`src/rtl/pfs_defs.svh`:
```
// Purpose: offsets, field positions and reset values of the fault selector
// Assumes: included by bare name
// Notes: definitions only
`ifndef PFS_DEFS_SVH
`define PFS_DEFS_SVH
`define PFS_ADDR_W 24
`define PFS_OFS_AB_EN 24'h130038
`define PFS_OFS_OUT_EN 24'h13003c
`define PFS_OFS_IRQ_STAT 24'h130050
`define PFS_OFS_IRQ_MASK 24'h130054
`define PFS_OFS_DCNT_LIM 24'h130058
`define PFS_OFS_DCNT_STAT 24'h13005c
`define PFS_AB_MASK 32'h00007fff
`define PFS_OUT_MASK 32'h7fff7fff
`define PFS_OUTB_LSB 16
`define PFS_EN_RST 32'h00000000
`define PFS_LIM_RST 32'h00000000
`define PFS_IRQ_W 3
`endif

```
`src/rtl/pfs_pkg.sv`:
```
// Purpose: shared types of the fault selector
// Assumes: nothing
// Notes: one source set is 4 digital, 4 external, 7 analog
package pfs_pkg;
  typedef logic [14:0] pfs_src_t;
  typedef logic [7:0] pfs_cnt_t;
endpackage : pfs_pkg

```
`src/rtl/pfs_if.sv`:
```
// Purpose: carries a comparator sample and its qualified fault
// Assumes: one clock
// Notes: shared by top and counter instances
`timescale 1ns/1ps
interface pfs_det_if;
  import pfs_pkg::*;
  logic sample_valid;
  logic sample_hit;
  logic clear;
  pfs_cnt_t limit;
  pfs_cnt_t count;
  logic fault;
  modport ctl (output sample_valid, sample_hit, clear, limit,
    input count, fault);
  modport cnt (input sample_valid, sample_hit, clear, limit,
    output count, fault);
endinterface : pfs_det_if

```
`src/rtl/pfs_fault_select.sv`:
```
// Purpose: fault source selection for pulse_modulator 0
// Assumes: all inputs synchronous to clk
// Notes: fault outputs registered, one cycle after the sources
//
// Summary of operation
// - out-register bits 30..27 admit digital comparators 3..0 for output B.
// - out-register bits 26..23 admit external faults 3..0 for output B.
// - out-register bits 22..16 admit analog comparators G..A for output B.
// - out-register bits 14..11 admit digital comparators 3..0 for output A.
// - out-register bits 10..7 admit external faults 3..0 for output A.
// - out-register bits 6..0 admit analog comparators G..A for output A.
// - all enable bits of both registers reset to zero.
// - A/B register holds 15 read-write enables at bits 14..0, reset zero.
// - a digital comparator faults only after its programmed sample count.
`timescale 1ns/1ps
`include "pfs_defs.svh"
module pfs_fault_select
  import pfs_pkg::*;
(
  // clock and reset
  input wire logic clk,
  input wire logic sys_rst,
  // register port
  input wire logic [23:0] reg_addr,
  input wire logic [31:0] reg_wdata,
  input wire logic reg_wr,
  input wire logic reg_rd,
  output logic [31:0] reg_rdata,
  // fault sources
  input wire logic [3:0] dig_cmp_valid,
  input wire logic [3:0] dig_cmp_hit,
  input wire logic [3:0] ext_flt,
  input wire logic [6:0] ana_cmp,
  // fault results
  output logic fault_ab,
  output logic fault_a,
  output logic fault_b,
  output logic irq
);
  logic [31:0] ab_en;
  logic [31:0] out_en;
  logic [31:0] cnt_lim;
  logic [31:0] cnt_clr;
  logic [2:0] irq_stat;
  logic [2:0] irq_mask;
  logic [3:0] dig_fault;
  logic [31:0] cnt_stat;
  pfs_src_t src;
  logic next_ab;
  logic next_a;
  logic next_b;
  logic [31:0] next_rdata;

  // one detection counter per digital comparator
  genvar gi;
  generate
    for (gi = 0; gi < 4; gi++) begin : g_det
      pfs_det_if det ();
      assign det.sample_valid = dig_cmp_valid[gi];
      assign det.sample_hit = dig_cmp_hit[gi];
      assign det.clear = cnt_clr[gi];
      assign det.limit = cnt_lim[8*gi +: 8];
      assign dig_fault[gi] = det.fault;
      assign cnt_stat[8*gi +: 8] = det.count;
      pfs_det_counter u_cnt (
        .clk(clk),
        .sys_rst(sys_rst),
        .det(det)
      );
    end
  endgenerate

  // clear pulse: write of a one to bits 3..0 of the count status register, one bit per counter
  assign cnt_clr = {28'h0000000,
    {4{reg_wr && reg_addr == `PFS_OFS_DCNT_STAT}} & reg_wdata[3:0]};

  // source vector in register order: dig 3..0, ext 3..0, ana G..A
  assign src = {dig_fault, ext_flt, ana_cmp};

  // masked OR of the enabled sources
  always_comb begin
    next_ab = |(src & ab_en[14:0]);
    next_a = |(src & out_en[14:0]);
    next_b = |(src & out_en[`PFS_OUTB_LSB +: 15]);
  end

  // registered fault outputs, evaluated every cycle
  always_ff @(posedge clk or posedge sys_rst) begin
    if (sys_rst) begin
      fault_ab <= 1'b0;
      fault_a <= 1'b0;
      fault_b <= 1'b0;
    end else begin
      fault_ab <= next_ab;
      fault_a <= next_a;
      fault_b <= next_b;
    end
  end

  // enable, limit and mask registers; reserved bits never store
  always_ff @(posedge clk or posedge sys_rst) begin
    if (sys_rst) begin
      ab_en <= `PFS_EN_RST;
      out_en <= `PFS_EN_RST;
      cnt_lim <= `PFS_LIM_RST;
      irq_mask <= 3'h0;
    end else if (reg_wr) begin
      if (reg_addr == `PFS_OFS_AB_EN) begin
        ab_en <= reg_wdata & `PFS_AB_MASK;
      end
      if (reg_addr == `PFS_OFS_OUT_EN) begin
        out_en <= reg_wdata & `PFS_OUT_MASK;
      end
      if (reg_addr == `PFS_OFS_DCNT_LIM) begin
        cnt_lim <= reg_wdata;
      end
      if (reg_addr == `PFS_OFS_IRQ_MASK) begin
        irq_mask <= reg_wdata[2:0];
      end
    end
  end

  // sticky status on rising fault; set wins over write-one clear
  always_ff @(posedge clk or posedge sys_rst) begin
    if (sys_rst) begin
      irq_stat <= 3'h0;
    end else begin
      irq_stat <= (irq_stat & ~({3{reg_wr &&
        reg_addr == `PFS_OFS_IRQ_STAT}} & reg_wdata[2:0])) |
        ({next_b, next_a, next_ab} & ~{fault_b, fault_a, fault_ab});
    end
  end

  // level interrupt from masked status
  always_ff @(posedge clk or posedge sys_rst) begin
    if (sys_rst) begin
      irq <= 1'b0;
    end else begin
      irq <= |(irq_stat & irq_mask);
    end
  end

  // read mux; unmapped reads return zero
  always_comb begin
    unique case (reg_addr)
      `PFS_OFS_AB_EN: next_rdata = ab_en;
      `PFS_OFS_OUT_EN: next_rdata = out_en;
      `PFS_OFS_IRQ_STAT: next_rdata = {29'h0, irq_stat};
      `PFS_OFS_IRQ_MASK: next_rdata = {29'h0, irq_mask};
      `PFS_OFS_DCNT_LIM: next_rdata = cnt_lim;
      `PFS_OFS_DCNT_STAT: next_rdata = cnt_stat;
      default: next_rdata = 32'h00000000;
    endcase
  end

  // read data stands one cycle after the strobe only
  always_ff @(posedge clk or posedge sys_rst) begin
    if (sys_rst) begin
      reg_rdata <= 32'h00000000;
    end else if (reg_rd) begin
      reg_rdata <= next_rdata;
    end else begin
      reg_rdata <= 32'h00000000;
    end
  end

  // checks
  property p_b_dig;
    @(posedge clk) disable iff (sys_rst)
      (out_en[30:27] & dig_fault) != 4'h0 |=> fault_b;
  endproperty
  a_b_dig: assert property (p_b_dig) else $error("b dig lost");
  property p_b_ext;
    @(posedge clk) disable iff (sys_rst)
      (out_en[26:23] & ext_flt) != 4'h0 |=> fault_b;
  endproperty
  a_b_ext: assert property (p_b_ext) else $error("b ext lost");
  property p_b_ana;
    @(posedge clk) disable iff (sys_rst)
      (out_en[22:16] & ana_cmp) != 7'h00 |=> fault_b;
  endproperty
  a_b_ana: assert property (p_b_ana) else $error("b ana lost");
  property p_a_dig;
    @(posedge clk) disable iff (sys_rst)
      (out_en[14:11] & dig_fault) != 4'h0 |=> fault_a;
  endproperty
  a_a_dig: assert property (p_a_dig) else $error("a dig lost");
  property p_a_ext;
    @(posedge clk) disable iff (sys_rst)
      (out_en[10:7] & ext_flt) != 4'h0 |=> fault_a;
  endproperty
  a_a_ext: assert property (p_a_ext) else $error("a ext lost");
  property p_a_ana;
    @(posedge clk) disable iff (sys_rst)
      (out_en[6:0] & ana_cmp) != 7'h00 |=> fault_a;
  endproperty
  a_a_ana: assert property (p_a_ana) else $error("a ana lost");
  property p_rst_zero;
    @(posedge clk) $fell(sys_rst) |-> ab_en == 32'h0 && out_en == 32'h0;
  endproperty
  a_rst_zero: assert property (p_rst_zero) else $error("enables set");
  property p_ab_rw;
    @(posedge clk) disable iff (sys_rst)
      reg_wr && reg_addr == `PFS_OFS_AB_EN ##1 reg_rd &&
      reg_addr == `PFS_OFS_AB_EN |=>
      reg_rdata == {17'h0, $past(reg_wdata[14:0], 2)};
  endproperty
  a_ab_rw: assert property (p_ab_rw) else $error("ab readback");
  property p_dig_gate;
    @(posedge clk) disable iff (sys_rst)
      dig_cmp_valid[0] && !dig_cmp_hit[0] && !cnt_clr[0] |=> !dig_fault[0];
  endproperty
  a_dig_gate: assert property (p_dig_gate) else $error("miss kept");
  property p_none;
    @(posedge clk) disable iff (sys_rst)
      (src & (ab_en[14:0] | out_en[14:0] | out_en[30:16])) == 15'h0
      |=> !fault_ab && !fault_a && !fault_b;
  endproperty
  a_none: assert property (p_none) else $error("spurious fault");
  // reserved enable bits must never be seen set
  property p_ab_rsv;
    @(posedge clk) disable iff (sys_rst)
      ab_en[31:15] == 17'h00000;
  endproperty
  a_ab_rsv: assert property (p_ab_rsv) else $error("ab reserved");
  property p_out_rsv;
    @(posedge clk) disable iff (sys_rst)
      out_en[31] == 1'b0 && out_en[15] == 1'b0;
  endproperty
  a_out_rsv: assert property (p_out_rsv) else $error("out reserved");
  // a software clear drops the comparator fault and its count on the next cycle
  property p_cnt_clr;
    @(posedge clk) disable iff (sys_rst)
      cnt_clr[0] |=> !dig_fault[0] && cnt_stat[7:0] == 8'h00;
  endproperty
  a_cnt_clr: assert property (p_cnt_clr) else $error("clear lost");
  // read data stand only in the cycle after a read strobe
  property p_rd_idle;
    @(posedge clk) disable iff (sys_rst)
      !reg_rd |=> reg_rdata == 32'h00000000;
  endproperty
  a_rd_idle: assert property (p_rd_idle) else $error("rdata stale");
  // an ab source alone raises the ab output next cycle
  property p_ab_src;
    @(posedge clk) disable iff (sys_rst)
      (src & ab_en[14:0]) != 15'h0000 |=> fault_ab;
  endproperty
  a_ab_src: assert property (p_ab_src) else $error("ab lost");
endmodule : pfs_fault_select

```
`src/rtl/pfs_det_counter.sv`:
```
// Purpose: detection counter for one digital comparator
// Assumes: samples synchronous to clk
// Notes: a miss clears the counter
`timescale 1ns/1ps
module pfs_det_counter
  import pfs_pkg::*;
(
  // clock and reset
  input wire logic clk,
  input wire logic sys_rst,
  // detection link
  pfs_det_if.cnt det
);
  // count hits; fault once the limit is reached
  always_ff @(posedge clk or posedge sys_rst) begin
    if (sys_rst) begin
      det.count <= 8'h00;
      det.fault <= 1'b0;
    end else if (det.clear) begin
      det.count <= 8'h00;
      det.fault <= 1'b0;
    end else if (det.sample_valid) begin
      if (det.sample_hit) begin
        if (det.count != 8'hff) begin
          det.count <= det.count + 8'h01;
        end
        // fault only after limit samples received
        // nine bits so a saturated count still compares as 256
        det.fault <= ({1'b0, det.count} + 9'h001) >= {1'b0, det.limit};
      end else begin
        det.count <= 8'h00; // a miss restarts the run
        det.fault <= 1'b0;
      end
    end
  end
endmodule : pfs_det_counter

```
`config.mk`:
```
export PLATFORM = sky130hd
export DESIGN_NAME = pfs_fault_select
export DESIGN_NICKNAME = d
export VERILOG_FILES = /design/src/rtl/pfs_pkg.sv /design/src/rtl/pfs_if.sv /design/src/rtl/pfs_fault_select.sv /design/src/rtl/pfs_det_counter.sv
export VERILOG_INCLUDE_DIRS = /design/src /design/src/rtl
export SDC_FILE = /design/constraint.sdc
export NUM_CORES = 1
export LEC_CHECK = 0
export BUFFER_PORTS_ARGS = -buffer_cell sky130_fd_sc_hd__buf_4
export CAP_MARGIN = 10
export CORE_MARGIN = 4
export CORE_UTILIZATION = 55
export CTS_CLUSTER_DIAMETER = 40
export DETAILED_ROUTE_END_ITERATION = 8
export PLACE_DENSITY_LB_ADDON = 0.2
export REMOVE_ABC_BUFFERS = 1
export SYNTH_ARGS = -nofsm -noshare
export SYNTH_HDL_FRONTEND = slang
export SYNTH_SLANG_ARGS = --single-unit
```
`constraint.sdc`:
```
create_clock -name clk -period 5.9 [get_ports clk]
set_input_delay 1.18 -clock clk [delete_from_list [all_inputs] [get_ports clk]]
set_output_delay 1.18 -clock clk [all_outputs]
set_load 0.03 [all_outputs]
```
* Word level (Yosys, flattened, before mapping)
Cells that the tools add are included.
** Word-level totals
- Output and inout bits :: 36
- Input bits :: 79
- Word-level logic and storage cells :: 103
- Register bits after elaboration :: 155
** Operators by class
- Equal/unequal tests :: 14
- Add/sub/neg operators :: 8
- Order comparisons :: 4
- Mux-type cells :: 30
- Bitwise operators :: 11
- Reduce and logical (&&, ||, !) cells :: 18
** Operator list (number)
- 32-bit case mux with 6 select lines :: 1
- 24-bit by 21-bit equality test with 1-bit output, second input constant :: 6
- 8-bit two-way mux :: 16
- 15-bit bitwise AND :: 3
- 15-bit OR reduction :: 3
- 8-bit by 1-bit adder with 9-bit output, second input constant :: 4
- 9-bit by 8-bit greater-or-equal comparator with 1-bit output :: 4
- 8-bit by 1-bit adder with 8-bit output, second input constant :: 4
- 32-bit two-way mux :: 1
- 8-bit inequality test, second input constant :: 4
- 2-bit AND reduction :: 8
- 3-bit bitwise AND :: 4
- 1-bit two-way mux :: 12
- 3-bit by 1-bit inequality test with 1-bit output, second input constant :: 4
- 2-bit nonzero test :: 4
- 3-bit inverter :: 2
- 4-bit bitwise AND :: 1
- 3-bit OR :: 1
- 3-bit OR reduction :: 1
- 1-bit logical AND :: 2

* Depth between registers and ports, before layout
Gate-level depths: netlist of run 1.
- Depth in word-level cells :: 6
- Gate-level depth with buffers :: 10
- Mapped depth without buffers :: 10

* Modules after synthesis
A second synthesis of run 1 with hierarchy kept.
** Second synthesis, totals
- Cell total of the unflattened synthesis :: 724
- Area total of the unflattened synthesis :: 8295.5 µm²
** By module, submodules not included
- pfs_fault_select :: seq. area each 2977.9 µm², cells an instance 405, area each 5351.4 µm², times used 1
- pfs_det_counter (g_det[0].u_cnt ...) :: seq. area each 225.2 µm², cells an instance 80, area each 738.2 µm², times used 3
- pfs_det_counter (g_det[3].u_cnt) :: seq. area each 225.2 µm², cells an instance 79, area each 729.4 µm², times used 1

* Worst setup path before layout of run 1
No wires, ideal clock.
- Kind :: input to register
- From :: input reg_addr[0]
- To :: register ab_en[0]
- Required time :: 5.775 ns
- Path slack :: 3.149 ns
- Cell stages on the path :: 6
- Data arrival time :: 2.626 ns
- Setup time :: 0.125 ns
- Buffers on the path :: 1
- Path through :: and4bb_2 > nand4_1 > nor3b_4 > nand2_4 > buf_6 > mux2_4
** Between the ends
- Word-level cells in the longest chain between the ends :: 2
** Ends and longest elaborated chain
- start, declared :: RTL line pfs_fault_select.sv:24 : input wire logic [23:0] reg_addr,
- 24-bit by 21-bit equality test with 1-bit output
- 2-bit AND reduction (no line)
- end signal, assigned :: RTL line pfs_fault_select.sv:103 : ab_en <= `PFS_EN_RST;
- end signal, assigned :: RTL line pfs_fault_select.sv:109 : ab_en <= reg_wdata & `PFS_AB_MASK;
- end, declared :: RTL line pfs_fault_select.sv:40 : logic [31:0] ab_en;
No other way between the ends.
A chain may end at the register's enable or synchronous reset.

* Worst setup path after layout of run 1
- From :: input reg_addr[13]
- To :: register reg_rdata[9]
** Between the ends
- Word-level cells in the longest chain between the ends :: 3
- Elaborated cells on any way between the ends :: 8
- Classes of those cells :: eq/ne (6); mux (2)
** Ends and longest elaborated chain
- 24-bit by 21-bit equality test with 1-bit output :: RTL line pfs_fault_select.sv:145 : unique case (reg_addr)
- 32-bit case mux with 6 select lines * :: RTL line pfs_fault_select.sv:145
- 32-bit two-way mux * :: RTL line pfs_fault_select.sv:160 : end else if (reg_rd) begin
- end signal, assigned :: RTL line pfs_fault_select.sv:161 : reg_rdata <= next_rdata;
- end, declared :: RTL line pfs_fault_select.sv:28 : output logic [31:0] reg_rdata,
Every way passes the cells marked *; elsewhere a longest branch is shown, timed or not.

==> flow_summary.html, run 1 <==
<table>
<tr><th>Metric</th><th>Value</th></tr>
<tr><th colspan="2">Status</th></tr>
<tr><td>Result of the run</td><td>finished clean</td></tr>
<tr><th colspan="2">Floorplan</th></tr>
<tr><td>Number of placement rows</td><td>44</td></tr>
<tr><td>Die ar.</td><td>17300 sq um</td></tr>
<tr><td>Starting Density</td><td>0.569</td></tr>
<tr><td>Num ports</td><td>115</td></tr>
<tr><td>Die span in y</td><td>132 um</td></tr>
<tr><td>Die outline width</td><td>132 um</td></tr>
<tr><td>Area of the core</td><td>14800 sq um</td></tr>
<tr><th colspan="2">STA</th></tr>
<tr><td>Setup repair after global routing missed its margin</td><td>false</td></tr>
<tr><td>Maximum achievable frequency</td><td>0.287 GHz</td></tr>
<tr><td>Total negative setup slack</td><td>0 ns</td></tr>
<tr><td>Pin slew with the least headroom to its limit</td><td>1.23 ns</td></tr>
<tr><td>Max-slew violation total from the final report</td><td>0</td></tr>
<tr><td>Hold Vio Cnt, Final</td><td>0</td></tr>
<tr><td>Finish-stage setup viols</td><td>0</td></tr>
<tr><td>Worst slew margin relative to its limit</td><td>0.178</td></tr>
<tr><td>Final Skew</td><td>0.00598 ns</td></tr>
<tr><td>Clock period minus final worst setup slack</td><td>3.48 ns</td></tr>
<tr><td>Post-route fraction of the period consumed by the critical path</td><td>0.590</td></tr>
<tr><th colspan="2">Clock tree</th></tr>
<tr><td>Number of sinks on the clock net</td><td>155</td></tr>
<tr><td>Clock Tree Root</td><td>sky130_fd_sc_hd__clkbuf_16</td></tr>
<tr><td>Setup Fix Bufs, Post-CTS</td><td>0</td></tr>
<tr><td>Max clock buf depth</td><td>2</td></tr>
<tr><td>CTS H-tree lvls</td><td>4</td></tr>
<tr><td>Clock Pin Slew Worst Setup and Hold Paths</td><td>0.06 ns</td></tr>
<tr><td>Clock tree from TritonCTS</td><td>yes</td></tr>
<tr><td>Hold buffer count at cts</td><td>0</td></tr>
<tr><td>Clock Latency Late Sink</td><td>0.43 ns</td></tr>
<tr><td>Number of gates resized after CTS</td><td>0</td></tr>
<tr><td>Number of buffers created by CTS</td><td>17</td></tr>
<tr><th colspan="2">Cells and area</th></tr>
<tr><td>Post-route design area</td><td>9930 sq um</td></tr>
<tr><td>Final cell count without fillers</td><td>1061</td></tr>
<tr><td>Final layout net count</td><td>980</td></tr>
<tr><td>Synthesis-to-finish area growth</td><td>18.2%</td></tr>
<tr><td>Diode insertion count for antenna repair</td><td>0</td></tr>
<tr><td>Fraction of layout instances using a drive strength above 1</td><td>0.277</td></tr>
<tr><th colspan="2">Routing</th></tr>
<tr><td>Total iterations of the first detailed-routing run</td><td>6</td></tr>
<tr><td>Residual antenna-violating net count after detailed routing</td><td>0</td></tr>
<tr><td>Total wire length after detailed routing</td><td>22800 um</td></tr>
<tr><td>Violation count after the first detailed-routing iteration</td><td>712</td></tr>
<tr><td>Routed wirelength normalized by instance count</td><td>21.4 um</td></tr>
<tr><td>Residual DRC</td><td>0</td></tr>
<tr><td>DR vias/cell</td><td>6.44</td></tr>
<tr><td>Number of vias after detailed routing</td><td>6829</td></tr>
<tr><th colspan="2">Run</th></tr>
<tr><td>Max-capacitance violation count</td><td>0</td></tr>
<tr><th colspan="2">Setup path</th></tr>
<tr><td>Critical Path Sink Type</td><td>flop</td></tr>
<tr><td>CP startpoint kind</td><td>input pin</td></tr>
<tr><td>Reg2reg start</td><td>g_det[0].u_cnt.det.count[0]</td></tr>
<tr><td>CP startpoint</td><td>reg_addr[13]</td></tr>
<tr><td>Highest fanout seen on the critical path</td><td>14</td></tr>
<tr><td>Req. time, crit path</td><td>6.25 ns</td></tr>
<tr><td>Arrival time reported for the critical path endpoint</td><td>3.83 ns</td></tr>
<tr><td>Crit Path Category</td><td>in2reg</td></tr>
<tr><th colspan="2">Synth</th></tr>
<tr><td>Average instance area after synthesis</td><td>10.9 sq um</td></tr>
<tr><td>Number of instances in the synthesized netlist</td><td>769</td></tr>
<tr><td>Sequential share of the synthesized area</td><td>0.462</td></tr>
<tr><td>Distinct cells, synth</td><td>59</td></tr>
<tr><td>Area of the mapped netlist</td><td>8400 sq um</td></tr>
<tr><td>Count of flip-flops with a built-in enable after synthesis</td><td>0</td></tr>
<tr><td>FF+latch count, synth</td><td>155</td></tr>
<tr><td>Count of synthesis-stage warnings from yosys</td><td>0</td></tr>
<tr><td>Main flop type after synthesis</td><td>sky130_fd_sc_hd__dfrtp_1</td></tr>
<tr><td>Fraction of registers with async set or reset after synthesis</td><td>1.00</td></tr>
<tr><th colspan="2">Global routing</th></tr>
<tr><td>Initial antenna violation count</td><td>0</td></tr>
<tr><td>Maximum number of pins on one net before global-route repair</td><td>111</td></tr>
<tr><td>GRT met2 Usage</td><td>0.428</td></tr>
<tr><td>M3 GR Usage</td><td>0.0512</td></tr>
<tr><td>Remaining global-route overflow</td><td>0</td></tr>
<tr><td>Global route hottest layer</td><td>met2</td></tr>
<tr><td>Met1 Resource Use GR</td><td>0.360</td></tr>
<tr><td>GR Util All Layers</td><td>0.266</td></tr>
<tr><td>Vias in the first global route</td><td>6883</td></tr>
<tr><td>Global-route wire length before repair</td><td>36800 um</td></tr>
<tr><th colspan="2">Placement</th></tr>
<tr><td>Number of buffers inserted by port buffering</td><td>114</td></tr>
<tr><td>Placed wire-length estimate after detailed placement</td><td>16300 um</td></tr>
<tr><td>Cells after DPL</td><td>1030</td></tr>
<tr><td>Weighted congestion reported at the end of routability-driven placement</td><td>0.948</td></tr>
<tr><td>Total placed instance area</td><td>9330 sq um</td></tr>
<tr><th colspan="2">Power and ir drop</th></tr>
<tr><td>Power Density</td><td>243 nW/um^2</td></tr>
<tr><td>Static leakage</td><td>4.75 nW</td></tr>
<tr><td>Peak supply drop</td><td>0.220 mV</td></tr>
<tr><th colspan="2">Hold path</th></tr>
<tr><td>Class of the tightest hold or removal check</td><td>reg2reg</td></tr>
<tr><td>Worst Min Path Start</td><td>irq_mask[0]</td></tr>
</table>
## path summary, 6_finish.rpt
check	slack, ns	end	depth (start not counted)
setup / recovery	2.42	reg_rdata[9]	7
hold / removal	0.52	irq	2
setup reg to reg	3.44	g_det[0].u_cnt.det.fault	9
hold reg to reg	0.52	irq	2
max in group asynchronous	3.74	cnt_lim[10]	3
min in group asynchronous	0.99	g_det[0].u_cnt.det.count[4]	2
## registers in the layout, summed over array words and instances (netlist names), 3 cells and up
register and flops:
irq_stat 3, ab_en 15, irq_mask 3, cnt_lim 32, g_det.u_cnt.det.count 32, out_en 30
reg_rdata 32, g_det.u_cnt.det.fault 4
## layout make-up
| cell class | instances | area [sq um] |
|---|---|---|
| fillers | 1160 | 4820 |
| multi-input cells | 528 | 4150 |
| flip-flops and latches | 155 | 3880 |
| repair buffers | 120 | 901 |
| clock buffers | 24 | 492 |
| well taps | 184 | 230 |
| inverters | 43 | 166 |
| clock inverters | 7 | 113 |
## metrics by stage
stage,power (mW),utilization,setup slack [ns],hold WS (ns)
6_report,2.41,0.673,2.42,0.520
5_1_grt,2.49,0.673,2.36,0.547
4_1_cts,2.42,0.673,2.49,0.522
3_5_place_dp,1.30,0.632,2.07,0.508
3_3_place_gp,1.30,0.632,2.11,0.503
2_1_floorplan,1.21,-,0.542,0.473
## routing by layer
metal  vias to the layer above  part of all wire
li1                       3088                 -
met3                        50             0.078
met5                         -                 0
met1                      3394              0.41
met2                       297              0.49
met4                         0             0.028
## synth_stat cells (3+ instances only)
cell type / instances / share of area
sky130_fd_sc_hd__xnor2_1: 11 / 0.011
sky130_fd_sc_hd__nor3_1: 10 / 0.0060
sky130_fd_sc_hd__nand3_1: 21 / 0.013
sky130_fd_sc_hd__a211oi_1: 12 / 0.011
sky130_fd_sc_hd__a221oi_1: 3 / 0.0031
sky130_fd_sc_hd__a222oi_1: 15 / 0.018
sky130_fd_sc_hd__nand4_1: 16 / 0.012
sky130_fd_sc_hd__xor2_1: 13 / 0.014
sky130_fd_sc_hd__a21oi_1: 22 / 0.013
sky130_fd_sc_hd__clkbuf_1: 25 / 0.011
sky130_fd_sc_hd__and3_1: 13 / 0.0097
sky130_fd_sc_hd__a21o_1: 8 / 0.0071
sky130_fd_sc_hd__mux2i_1: 3 / 0.0036
sky130_fd_sc_hd__o2111ai_1: 4 / 0.0042
sky130_fd_sc_hd__nand2_1: 30 / 0.013
sky130_fd_sc_hd__a22o_1: 35 / 0.036
sky130_fd_sc_hd__and4_1: 10 / 0.010
sky130_fd_sc_hd__inv_1: 43 / 0.019
sky130_fd_sc_hd__buf_6: 4 / 0.0054
sky130_fd_sc_hd__buf_2: 10 / 0.0060
sky130_fd_sc_hd__o211ai_1: 3 / 0.0027
sky130_fd_sc_hd__ha_1: 36 / 0.054
sky130_fd_sc_hd__o21ai_0: 21 / 0.013
sky130_fd_sc_hd__nand2b_1: 11 / 0.0082
sky130_fd_sc_hd__a31oi_1: 15 / 0.011
sky130_fd_sc_hd__mux2_4: 10 / 0.018
sky130_fd_sc_hd__a32oi_1: 5 / 0.0052
sky130_fd_sc_hd__mux2_1: 3 / 0.0040
sky130_fd_sc_hd__a22oi_1: 36 / 0.032
sky130_fd_sc_hd__dfrtp_1: 155 / 0.46
sky130_fd_sc_hd__mux2_2: 68 / 0.091
sky130_fd_sc_hd__nor2_1: 59 / 0.026
## where the power goes
group | total, mW | leakage [nW] | internal (mW) | switching [mW]
Clock | 1.12 | 0.296 | 0.706 | 0.415
Combinational | 0.183 | 2.31 | 0.0831 | 0.0997
Sequential | 1.10 | 2.15 | 1.08 | 0.0264
Total | 2.41 | 4.75 | 1.87 | 0.541
## cell families after synthesis
| family | Yosys count | synth area share |
|---|---|---|
| DFF | 155 | 0.462 |
| muxes | 85 | 0.119 |
| buffers and inverters | 86 | 0.0444 |
| AOI/OAI and AO/OA | 191 | 0.168 |
| adders and majority gates | 36 | 0.0536 |
| and+or+nand+nor | 192 | 0.128 |
| xor gates and xnor gates | 24 | 0.0250 |
## worst max-delay path, cell delays in order
cell and delay (ns):
sky130_fd_sc_hd__buf_4 0.12, sky130_fd_sc_hd__nor4_4 0.35, sky130_fd_sc_hd__nand4_1 0.43, sky130_fd_sc_hd__nor3_2 1.05, sky130_fd_sc_hd__buf_4 0.39, sky130_fd_sc_hd__a222oi_1 0.14, sky130_fd_sc_hd__nor2_1 0.15
## cells in the final DEF, fill, tap and decap left out, types with 16 or more instances in the layout
master                      Yosys  final
sky130_fd_sc_hd__ha_1          36     36
sky130_fd_sc_hd__nand4_1       16     16
sky130_fd_sc_hd__clkbuf_16      0     17
sky130_fd_sc_hd__nor2_1        59     59
sky130_fd_sc_hd__mux2_2        68     68
sky130_fd_sc_hd__a22oi_1       36     36
sky130_fd_sc_hd__nand2_1       30     30
sky130_fd_sc_hd__a21oi_1       22     22
sky130_fd_sc_hd__inv_1         43     42
sky130_fd_sc_hd__a22o_1        35     35
sky130_fd_sc_hd__buf_4          2    120
sky130_fd_sc_hd__nand3_1       21     21
sky130_fd_sc_hd__dfrtp_1      155    155
sky130_fd_sc_hd__o21ai_0       21     21
No activity file was read; power rests on OpenSTA's default activity.
==> run 2, diff against run 1 <==
Settings changed: CORE_UTILIZATION 55 to 53.
Clock period 5.9 ns to 3.1 ns, I/O delays scaled along.
==> flow_summary.html, run 2 (same netlist as run 1, synthesis figures left out) <==
<table>
<tr><th>Metric</th><th>Value</th></tr>
<tr><th colspan="2">Routing</th></tr>
<tr><td>Residual DRC</td><td>0 (unchanged)</td></tr>
<tr><td>Number of vias after detailed routing</td><td>6899 (+1.0%)</td></tr>
<tr><td>DR vias/cell</td><td>6.29 (-2.2%)</td></tr>
<tr><td>Violation count after the first detailed-routing iteration</td><td>725 (+1.8%)</td></tr>
<tr><td>Routed wirelength normalized by instance count</td><td>21.4 um (-0.19%)</td></tr>
<tr><td>Residual antenna-violating net count after detailed routing</td><td>0 (unchanged)</td></tr>
<tr><td>Total iterations of the first detailed-routing run</td><td>6 (unchanged)</td></tr>
<tr><td>Total wire length after detailed routing</td><td>23500 um (+3.1%)</td></tr>
<tr><th colspan="2">Cells and area</th></tr>
<tr><td>Synthesis-to-finish area growth</td><td>19.4%</td></tr>
<tr><td>Diode insertion count for antenna repair</td><td>0 (unchanged)</td></tr>
<tr><td>Most frequent cells in the layout</td><td>sky130_fd_sc_hd__dfrtp_1, sky130_fd_sc_hd__buf_4, sky130_fd_sc_hd__mux2_2</td></tr>
<tr><td>Most common cell after layout, fill and taps aside</td><td>sky130_fd_sc_hd__dfrtp_1</td></tr>
<tr><td>Post-route design area</td><td>10000 sq um (+1.0%)</td></tr>
<tr><td>Largest registers in the final layout</td><td>cnt_lim: 32 flops, g_det.u_cnt.det.count: 32 flops, reg_rdata: 32 flops</td></tr>
<tr><td>Fraction of layout instances using a drive strength above 1</td><td>0.281 (+0.00427)</td></tr>
<tr><td>Final layout net count</td><td>987 (+0.71%)</td></tr>
<tr><td>Finished Core Util</td><td>0.653 (-0.0203)</td></tr>
<tr><td>Final cell count without fillers</td><td>1096 (+3.3%)</td></tr>
<tr><th colspan="2">Setup path</th></tr>
<tr><td>Req. time, crit path</td><td>3.40 ns (-2.85 ns)</td></tr>
<tr><td>Number of buffers and inverters on the critical path</td><td>1 (-1)</td></tr>
<tr><td>Critical Path Sink Type</td><td>flop</td></tr>
<tr><td>Biggest cell delay along the critical path</td><td>0.79 ns (-0.26 ns)</td></tr>
<tr><td>Cell class contributing the biggest share of worst-path delay</td><td>simple AND/OR/NAND/NOR gates</td></tr>
<tr><td>CP startpoint kind</td><td>input pin</td></tr>
<tr><td>Highest fanout seen on the critical path</td><td>5 (-9)</td></tr>
<tr><td>Arrival time reported for the critical path endpoint</td><td>2.72 ns (-1.11 ns)</td></tr>
<tr><td>List of cells traversed by the critical path</td><td>buf_4, nor4_4, nand4_1, nor4b_1, nand2_1, a22o_1</td></tr>
<tr><td>Worst-path cell with the longest stage delay</td><td>sky130_fd_sc_hd__nor4b_1</td></tr>
<tr><td>Crit Path Category</td><td>in2reg</td></tr>
<tr><th colspan="2">STA</th></tr>
<tr><td>Hold Vio Cnt, Final</td><td>0 (unchanged)</td></tr>
<tr><td>Maximum achievable frequency</td><td>0.413 GHz</td></tr>
<tr><td>Worst slew margin relative to its limit</td><td>0.495 (+0.317)</td></tr>
<tr><td>Setup repair after global routing missed its margin</td><td>false</td></tr>
<tr><td>Minimum setup slack in the final design</td><td>0.678 ns (-1.74 ns)</td></tr>
<tr><td>Final Skew</td><td>0.00952 ns (+0.00355 ns)</td></tr>
<tr><td>Clock period minus final worst setup slack</td><td>2.42 ns</td></tr>
<tr><td>Pin slew with the least headroom to its limit</td><td>0.747 ns (-0.479 ns)</td></tr>
<tr><td>Total negative setup slack</td><td>0 ns (unchanged)</td></tr>
<tr><td>Post-route fraction of the period consumed by the critical path</td><td>0.781</td></tr>
<tr><td>Finish-stage setup viols</td><td>0 (unchanged)</td></tr>
<tr><td>Hold Slack</td><td>0.185 ns (-0.335 ns)</td></tr>
<tr><td>Max-slew violation total from the final report</td><td>0 (unchanged)</td></tr>
<tr><th colspan="2">Power and ir drop</th></tr>
<tr><td>Total design power</td><td>4.60 mW (+91%)</td></tr>
<tr><td>Static leakage</td><td>4.80 nW (+0.91%)</td></tr>
<tr><td>Power Density</td><td>458 nW/um^2 (+89%)</td></tr>
<tr><td>Peak supply drop</td><td>0.458 mV (+110%)</td></tr>
<tr><th colspan="2">Placement</th></tr>
<tr><td>Total placed instance area</td><td>9420 sq um (+1.1%)</td></tr>
<tr><td>Placed wire-length estimate after detailed placement</td><td>16900 um (+3.9%)</td></tr>
<tr><td>Cells after DPL</td><td>1064 (+3.3%)</td></tr>
<tr><td>Weighted congestion reported at the end of routability-driven placement</td><td>0.889 (-6.2%)</td></tr>
<tr><td>Worst setup slack after placement</td><td>0.383 ns (-1.69 ns)</td></tr>
<tr><td>Number of buffers inserted by port buffering</td><td>114 (unchanged)</td></tr>
<tr><th colspan="2">Global routing</th></tr>
<tr><td>Global-route wire length before repair</td><td>37800 um (+2.9%)</td></tr>
<tr><td>GR Util All Layers</td><td>0.267 (+0.000931)</td></tr>
<tr><td>Initial antenna violation count</td><td>0 (unchanged)</td></tr>
<tr><td>Vias in the first global route</td><td>7045 (+2.4%)</td></tr>
<tr><td>Remaining global-route overflow</td><td>0 (unchanged)</td></tr>
<tr><td>Maximum number of pins on one net before global-route repair</td><td>75 (-32%)</td></tr>
<tr><th colspan="2">Hold path</th></tr>
<tr><td>Class of the tightest hold or removal check</td><td>in2async</td></tr>
<tr><th colspan="2">Clock tree</th></tr>
<tr><td>Clock tree from TritonCTS</td><td>yes</td></tr>
<tr><td>Clock Latency Late Sink</td><td>0.43 ns (about the same)</td></tr>
<tr><td>Number of sinks on the clock net</td><td>155 (unchanged)</td></tr>
<tr><td>Setup Fix Bufs, Post-CTS</td><td>0 (unchanged)</td></tr>
<tr><td>Clock Tree Root</td><td>sky130_fd_sc_hd__clkbuf_16</td></tr>
<tr><td>Number of gates resized after CTS</td><td>0 (unchanged)</td></tr>
<tr><td>Number of buffers created by CTS</td><td>17 (unchanged)</td></tr>
<tr><td>CTS H-tree lvls</td><td>4 (unchanged)</td></tr>
<tr><td>Clock Pin Slew Worst Setup and Hold Paths</td><td>0.06 ns (about the same)</td></tr>
<tr><td>Hold buffer count at cts</td><td>0 (unchanged)</td></tr>
<tr><td>Max clock buf depth</td><td>2 (unchanged)</td></tr>
<tr><th colspan="2">Floorplan</th></tr>
<tr><td>Die outline width</td><td>134 um (+1.8%)</td></tr>
<tr><td>Starting Density</td><td>0.547 (-0.0228)</td></tr>
<tr><td>Number of placement rows</td><td>45 (+2.3%)</td></tr>
<tr><td>Area of the core</td><td>15400 sq um (+4.2%)</td></tr>
<tr><td>Die span in y</td><td>134 um (+1.8%)</td></tr>
<tr><td>Die ar.</td><td>17900 sq um (+3.5%)</td></tr>
<tr><td>Num ports</td><td>115 (unchanged)</td></tr>
<tr><th colspan="2">Status</th></tr>
<tr><td>Result of the run</td><td>finished clean</td></tr>
<tr><th colspan="2">Run</th></tr>
<tr><td>Max-capacitance violation count</td><td>0 (unchanged)</td></tr>
</table>
[run 2: changes by cell type in the layout (fill, tap and decap cells not counted), sizes merged]
cell      delta
buf          +7
clkinvlp     -1
clkbuf       +2
[run 2: worst paths after layout]
check	from	end	slack [ns]	depth (start not counted)
min in group clk	reg_wdata[16]	cnt_lim[16]	0.43	2
max in group asynchronous	sys_rst	ab_en[11]	2.01	3
setup reg to reg	g_det[1].u_cnt.det.count[2]	g_det[1].u_cnt.det.fault	0.70	9
setup / recovery	reg_addr[13]	irq_stat[0]	0.68	6
hold reg to reg	cnt_lim[4]	cnt_lim[4]	0.53	1
hold / removal	sys_rst	reg_rdata[5]	0.19	2
[run 2: power breakdown]
group,total [mW],internal (mW),switching [mW]
Clock,2.14,1.35,0.790
Sequential,2.10,2.05,0.0512
Combinational,0.353,0.162,0.191
[run 2: final cells by class]
type	count	area, sq um
Clock buffer	26	499
Clock inverter	6	109
Fill cell	1236	5340
Inverter	43	166
Multi-Input combinational cell	528	4150
Sequential cell	155	3880
Tap cell	211	264
Timing Repair Buffer	127	966
[run 2: per-layer routing]
layer | track usage | part of all wire | wire length, um
met3 | 0.0581 | 0.061 | 1440
met4 | 0.0771 | 0.015 | 357
met5 | 0 | 0 | 0
met1 | 0.363 | 0.43 | 10000
met2 | 0.434 | 0.50 | 11600
==> run 3, diff against run 2 <==
Settings changed: CORE_UTILIZATION 53 to 55.
Clock period 3.1 ns to 2.4 ns, I/O delays scaled along.
==> flow_summary.html, run 3 (same netlist as run 1, synthesis figures left out) <==
<table>
<tr><th>Metric</th><th>Value</th></tr>
<tr><th colspan="2">STA</th></tr>
<tr><td>Max-slew violation total from the final report</td><td>0 (unchanged)</td></tr>
<tr><td>Final Skew</td><td>0.00687 ns (-0.00265 ns)</td></tr>
<tr><td>Clock period minus final worst setup slack</td><td>2.24 ns</td></tr>
<tr><td>Hold Slack</td><td>0.0579 ns (-0.128 ns)</td></tr>
<tr><td>Setup repair after global routing missed its margin</td><td>false</td></tr>
<tr><td>Worst slew margin relative to its limit</td><td>0.682 (+0.188)</td></tr>
<tr><td>Maximum achievable frequency</td><td>0.446 GHz</td></tr>
<tr><td>Pin slew with the least headroom to its limit</td><td>0.473 ns (-0.274 ns)</td></tr>
<tr><td>Hold Vio Cnt, Final</td><td>0 (unchanged)</td></tr>
<tr><td>Minimum setup slack in the final design</td><td>0.156 ns (-0.523 ns)</td></tr>
<tr><td>Post-route fraction of the period consumed by the critical path</td><td>0.935</td></tr>
<tr><td>Finish-stage setup viols</td><td>0 (unchanged)</td></tr>
<tr><th colspan="2">Status</th></tr>
<tr><td>Result of the run</td><td>finished clean</td></tr>
<tr><th colspan="2">Clock tree</th></tr>
<tr><td>Number of buffers created by CTS</td><td>17 (unchanged)</td></tr>
<tr><td>Clock Pin Slew Worst Setup and Hold Paths</td><td>0.05 ns (about the same)</td></tr>
<tr><td>CTS H-tree lvls</td><td>4 (unchanged)</td></tr>
<tr><td>Number of gates resized after CTS</td><td>0 (unchanged)</td></tr>
<tr><td>Number of sinks on the clock net</td><td>155 (unchanged)</td></tr>
<tr><td>Clock tree from TritonCTS</td><td>yes</td></tr>
<tr><td>Hold buffer count at cts</td><td>0 (unchanged)</td></tr>
<tr><td>Max clock buf depth</td><td>2 (unchanged)</td></tr>
<tr><td>Clock Tree Root</td><td>sky130_fd_sc_hd__clkbuf_16</td></tr>
<tr><td>Clock Latency Late Sink</td><td>0.43 ns (about the same)</td></tr>
<tr><td>Setup Fix Bufs, Post-CTS</td><td>0 (unchanged)</td></tr>
<tr><th colspan="2">Routing</th></tr>
<tr><td>DR vias/cell</td><td>6.36 (+1.1%)</td></tr>
<tr><td>Residual DRC</td><td>0 (unchanged)</td></tr>
<tr><td>Detail Route met3 WL</td><td>1680 um (+16%)</td></tr>
<tr><td>DR WL met2</td><td>11600 um (about the same)</td></tr>
<tr><td>Residual antenna-violating net count after detailed routing</td><td>0 (unchanged)</td></tr>
<tr><td>Metal1 wirelength</td><td>10400 um (+3.6%)</td></tr>
<tr><td>Violation count after the first detailed-routing iteration</td><td>652 (-10%)</td></tr>
<tr><td>Total wire length after detailed routing</td><td>24000 um (+2.4%)</td></tr>
<tr><td>Uppermost routed layer</td><td>met4</td></tr>
<tr><td>Number of vias after detailed routing</td><td>6893 (-0.087%)</td></tr>
<tr><td>Routed wirelength normalized by instance count</td><td>22.2 um (+3.6%)</td></tr>
<tr><td>Total iterations of the first detailed-routing run</td><td>6 (unchanged)</td></tr>
<tr><th colspan="2">Floorplan</th></tr>
<tr><td>Die outline width</td><td>132 um (-1.7%)</td></tr>
<tr><td>Starting Density</td><td>0.569 (+0.0228)</td></tr>
<tr><td>Die span in y</td><td>132 um (-1.7%)</td></tr>
<tr><td>Area of the core</td><td>14800 sq um (-4.0%)</td></tr>
<tr><td>Num ports</td><td>115 (unchanged)</td></tr>
<tr><td>Die ar.</td><td>17300 sq um (-3.4%)</td></tr>
<tr><td>Number of placement rows</td><td>44 (-2.2%)</td></tr>
<tr><th colspan="2">Global routing</th></tr>
<tr><td>GR Util All Layers</td><td>0.280 (+0.0126)</td></tr>
<tr><td>Vias in the first global route</td><td>7133 (+1.2%)</td></tr>
<tr><td>Maximum number of pins on one net before global-route repair</td><td>54 (-28%)</td></tr>
<tr><td>Remaining global-route overflow</td><td>0 (unchanged)</td></tr>
<tr><td>Global-route wire length before repair</td><td>38700 um (+2.2%)</td></tr>
<tr><td>Initial antenna violation count</td><td>0 (unchanged)</td></tr>
<tr><th colspan="2">Placement</th></tr>
<tr><td>Weighted congestion reported at the end of routability-driven placement</td><td>0.890 (+0.13%)</td></tr>
<tr><td>Cells after DPL</td><td>1053 (-1.0%)</td></tr>
<tr><td>Total placed instance area</td><td>9570 sq um (+1.6%)</td></tr>
<tr><td>Number of buffers inserted by port buffering</td><td>114 (unchanged)</td></tr>
<tr><td>Placed wire-length estimate after detailed placement</td><td>17400 um (+3.1%)</td></tr>
<tr><td>Worst setup slack after placement</td><td>0.107 ns (-0.276 ns)</td></tr>
<tr><th colspan="2">Setup path</th></tr>
<tr><td>CP startpoint kind</td><td>flop</td></tr>
<tr><td>List of cells traversed by the critical path</td><td>and4_1, nand2_1, xnor2_1, ha_1, a21o_1, a21oi_1, o21ai_0, o2111ai_1, a31oi_1</td></tr>
<tr><td>Reg2reg start</td><td>g_det[0].u_cnt.det.count[3]</td></tr>
<tr><td>Highest fanout seen on the critical path</td><td>6 (+1)</td></tr>
<tr><td>Arrival time reported for the critical path endpoint</td><td>2.53 ns (-0.19 ns)</td></tr>
<tr><td>Cell class contributing the biggest share of worst-path delay</td><td>compound AO/OA/AOI/OAI gates</td></tr>
<tr><td>Worst-path cell with the longest stage delay</td><td>sky130_fd_sc_hd__dfrtp_1</td></tr>
<tr><td>Req. time, crit path</td><td>2.69 ns (-0.71 ns)</td></tr>
<tr><td>Biggest cell delay along the critical path</td><td>0.47 ns (-0.32 ns)</td></tr>
<tr><td>CP startpoint</td><td>g_det[0].u_cnt.det.count[3]</td></tr>
<tr><td>Crit Path Category</td><td>reg2reg</td></tr>
<tr><td>Number of buffers and inverters on the critical path</td><td>0 (-1)</td></tr>
<tr><td>Critical Path Sink Type</td><td>flop</td></tr>
<tr><th colspan="2">Cells and area</th></tr>
<tr><td>Final layout net count</td><td>1003 (+1.6%)</td></tr>
<tr><td>Largest registers in the final layout</td><td>cnt_lim: 32 flops, g_det.u_cnt.det.count: 32 flops, reg_rdata: 32 flops</td></tr>
<tr><td>Most frequent cells in the layout</td><td>sky130_fd_sc_hd__dfrtp_1, sky130_fd_sc_hd__buf_4, sky130_fd_sc_hd__mux2_2</td></tr>
<tr><td>Post-route design area</td><td>10100 sq um (+0.89%)</td></tr>
<tr><td>Diode insertion count for antenna repair</td><td>0 (unchanged)</td></tr>
<tr><td>Final cell count without fillers</td><td>1083 (-1.2%)</td></tr>
<tr><td>Fraction of layout instances using a drive strength above 1</td><td>0.307 (+0.0257)</td></tr>
<tr><td>Most common cell after layout, fill and taps aside</td><td>sky130_fd_sc_hd__dfrtp_1</td></tr>
<tr><td>Synthesis-to-finish area growth</td><td>20.5%</td></tr>
<tr><th colspan="2">Run</th></tr>
<tr><td>Max-capacitance violation count</td><td>0 (unchanged)</td></tr>
<tr><th colspan="2">Power and ir drop</th></tr>
<tr><td>Static leakage</td><td>4.86 nW (+1.3%)</td></tr>
<tr><td>Power Density</td><td>561 nW/um^2 (+22%)</td></tr>
<tr><td>Peak supply drop</td><td>0.654 mV (+43%)</td></tr>
<tr><td>Total design power</td><td>5.68 mW (+23%)</td></tr>
<tr><th colspan="2">Hold path</th></tr>
<tr><td>Class of the tightest hold or removal check</td><td>in2async</td></tr>
</table>
run 3: layout make-up:
class / instances / area (sq um)
repair buffers: 143 / 1150
clock inverters: 9 / 73.8
fillers: 1144 / 4630
inverters: 43 / 166
clock buffers: 21 / 460
well taps: 184 / 230
multi-input cells: 528 / 4150
flip-flops and latches: 155 / 3890
run 3: worst paths after layout:
check / end / slack [ns] / cells after the start
setup / recovery: g_det[0].u_cnt.det.fault / 0.16 / 9
hold / removal: reg_rdata[7] / 0.06 / 2
setup reg to reg: g_det[0].u_cnt.det.fault / 0.16 / 9
hold reg to reg: cnt_lim[31] / 0.53 / 1
max in group asynchronous: g_det[3].u_cnt.det.count[1] / 1.61 / 3
min in group clk: cnt_lim[15] / 0.29 / 2
run 3: through the flow:
step / setup TNS [ns] / util
2_1_floorplan: -365.18 / -
3_3_place_gp: 0 / 0.649
3_5_place_dp: 0 / 0.649
4_1_cts: 0 / 0.685
5_1_grt: 0 / 0.686
6_report: 0 / 0.686
run 3: metal layers:
layer,global-route usage,vias to the layer above
li1,-,3113
met1,0.387,3451
met2,0.446,298
met3,0.0657,31
met4,0.0747,0
met5,0,-
run 3: power by group:
group / leakage (nW) / internal [mW] / switching, mW
clock network: 0.272 / 1.46 / 1.03
registers: 2.14 / 2.65 / 0.0578
logic: 2.45 / 0.223 / 0.259
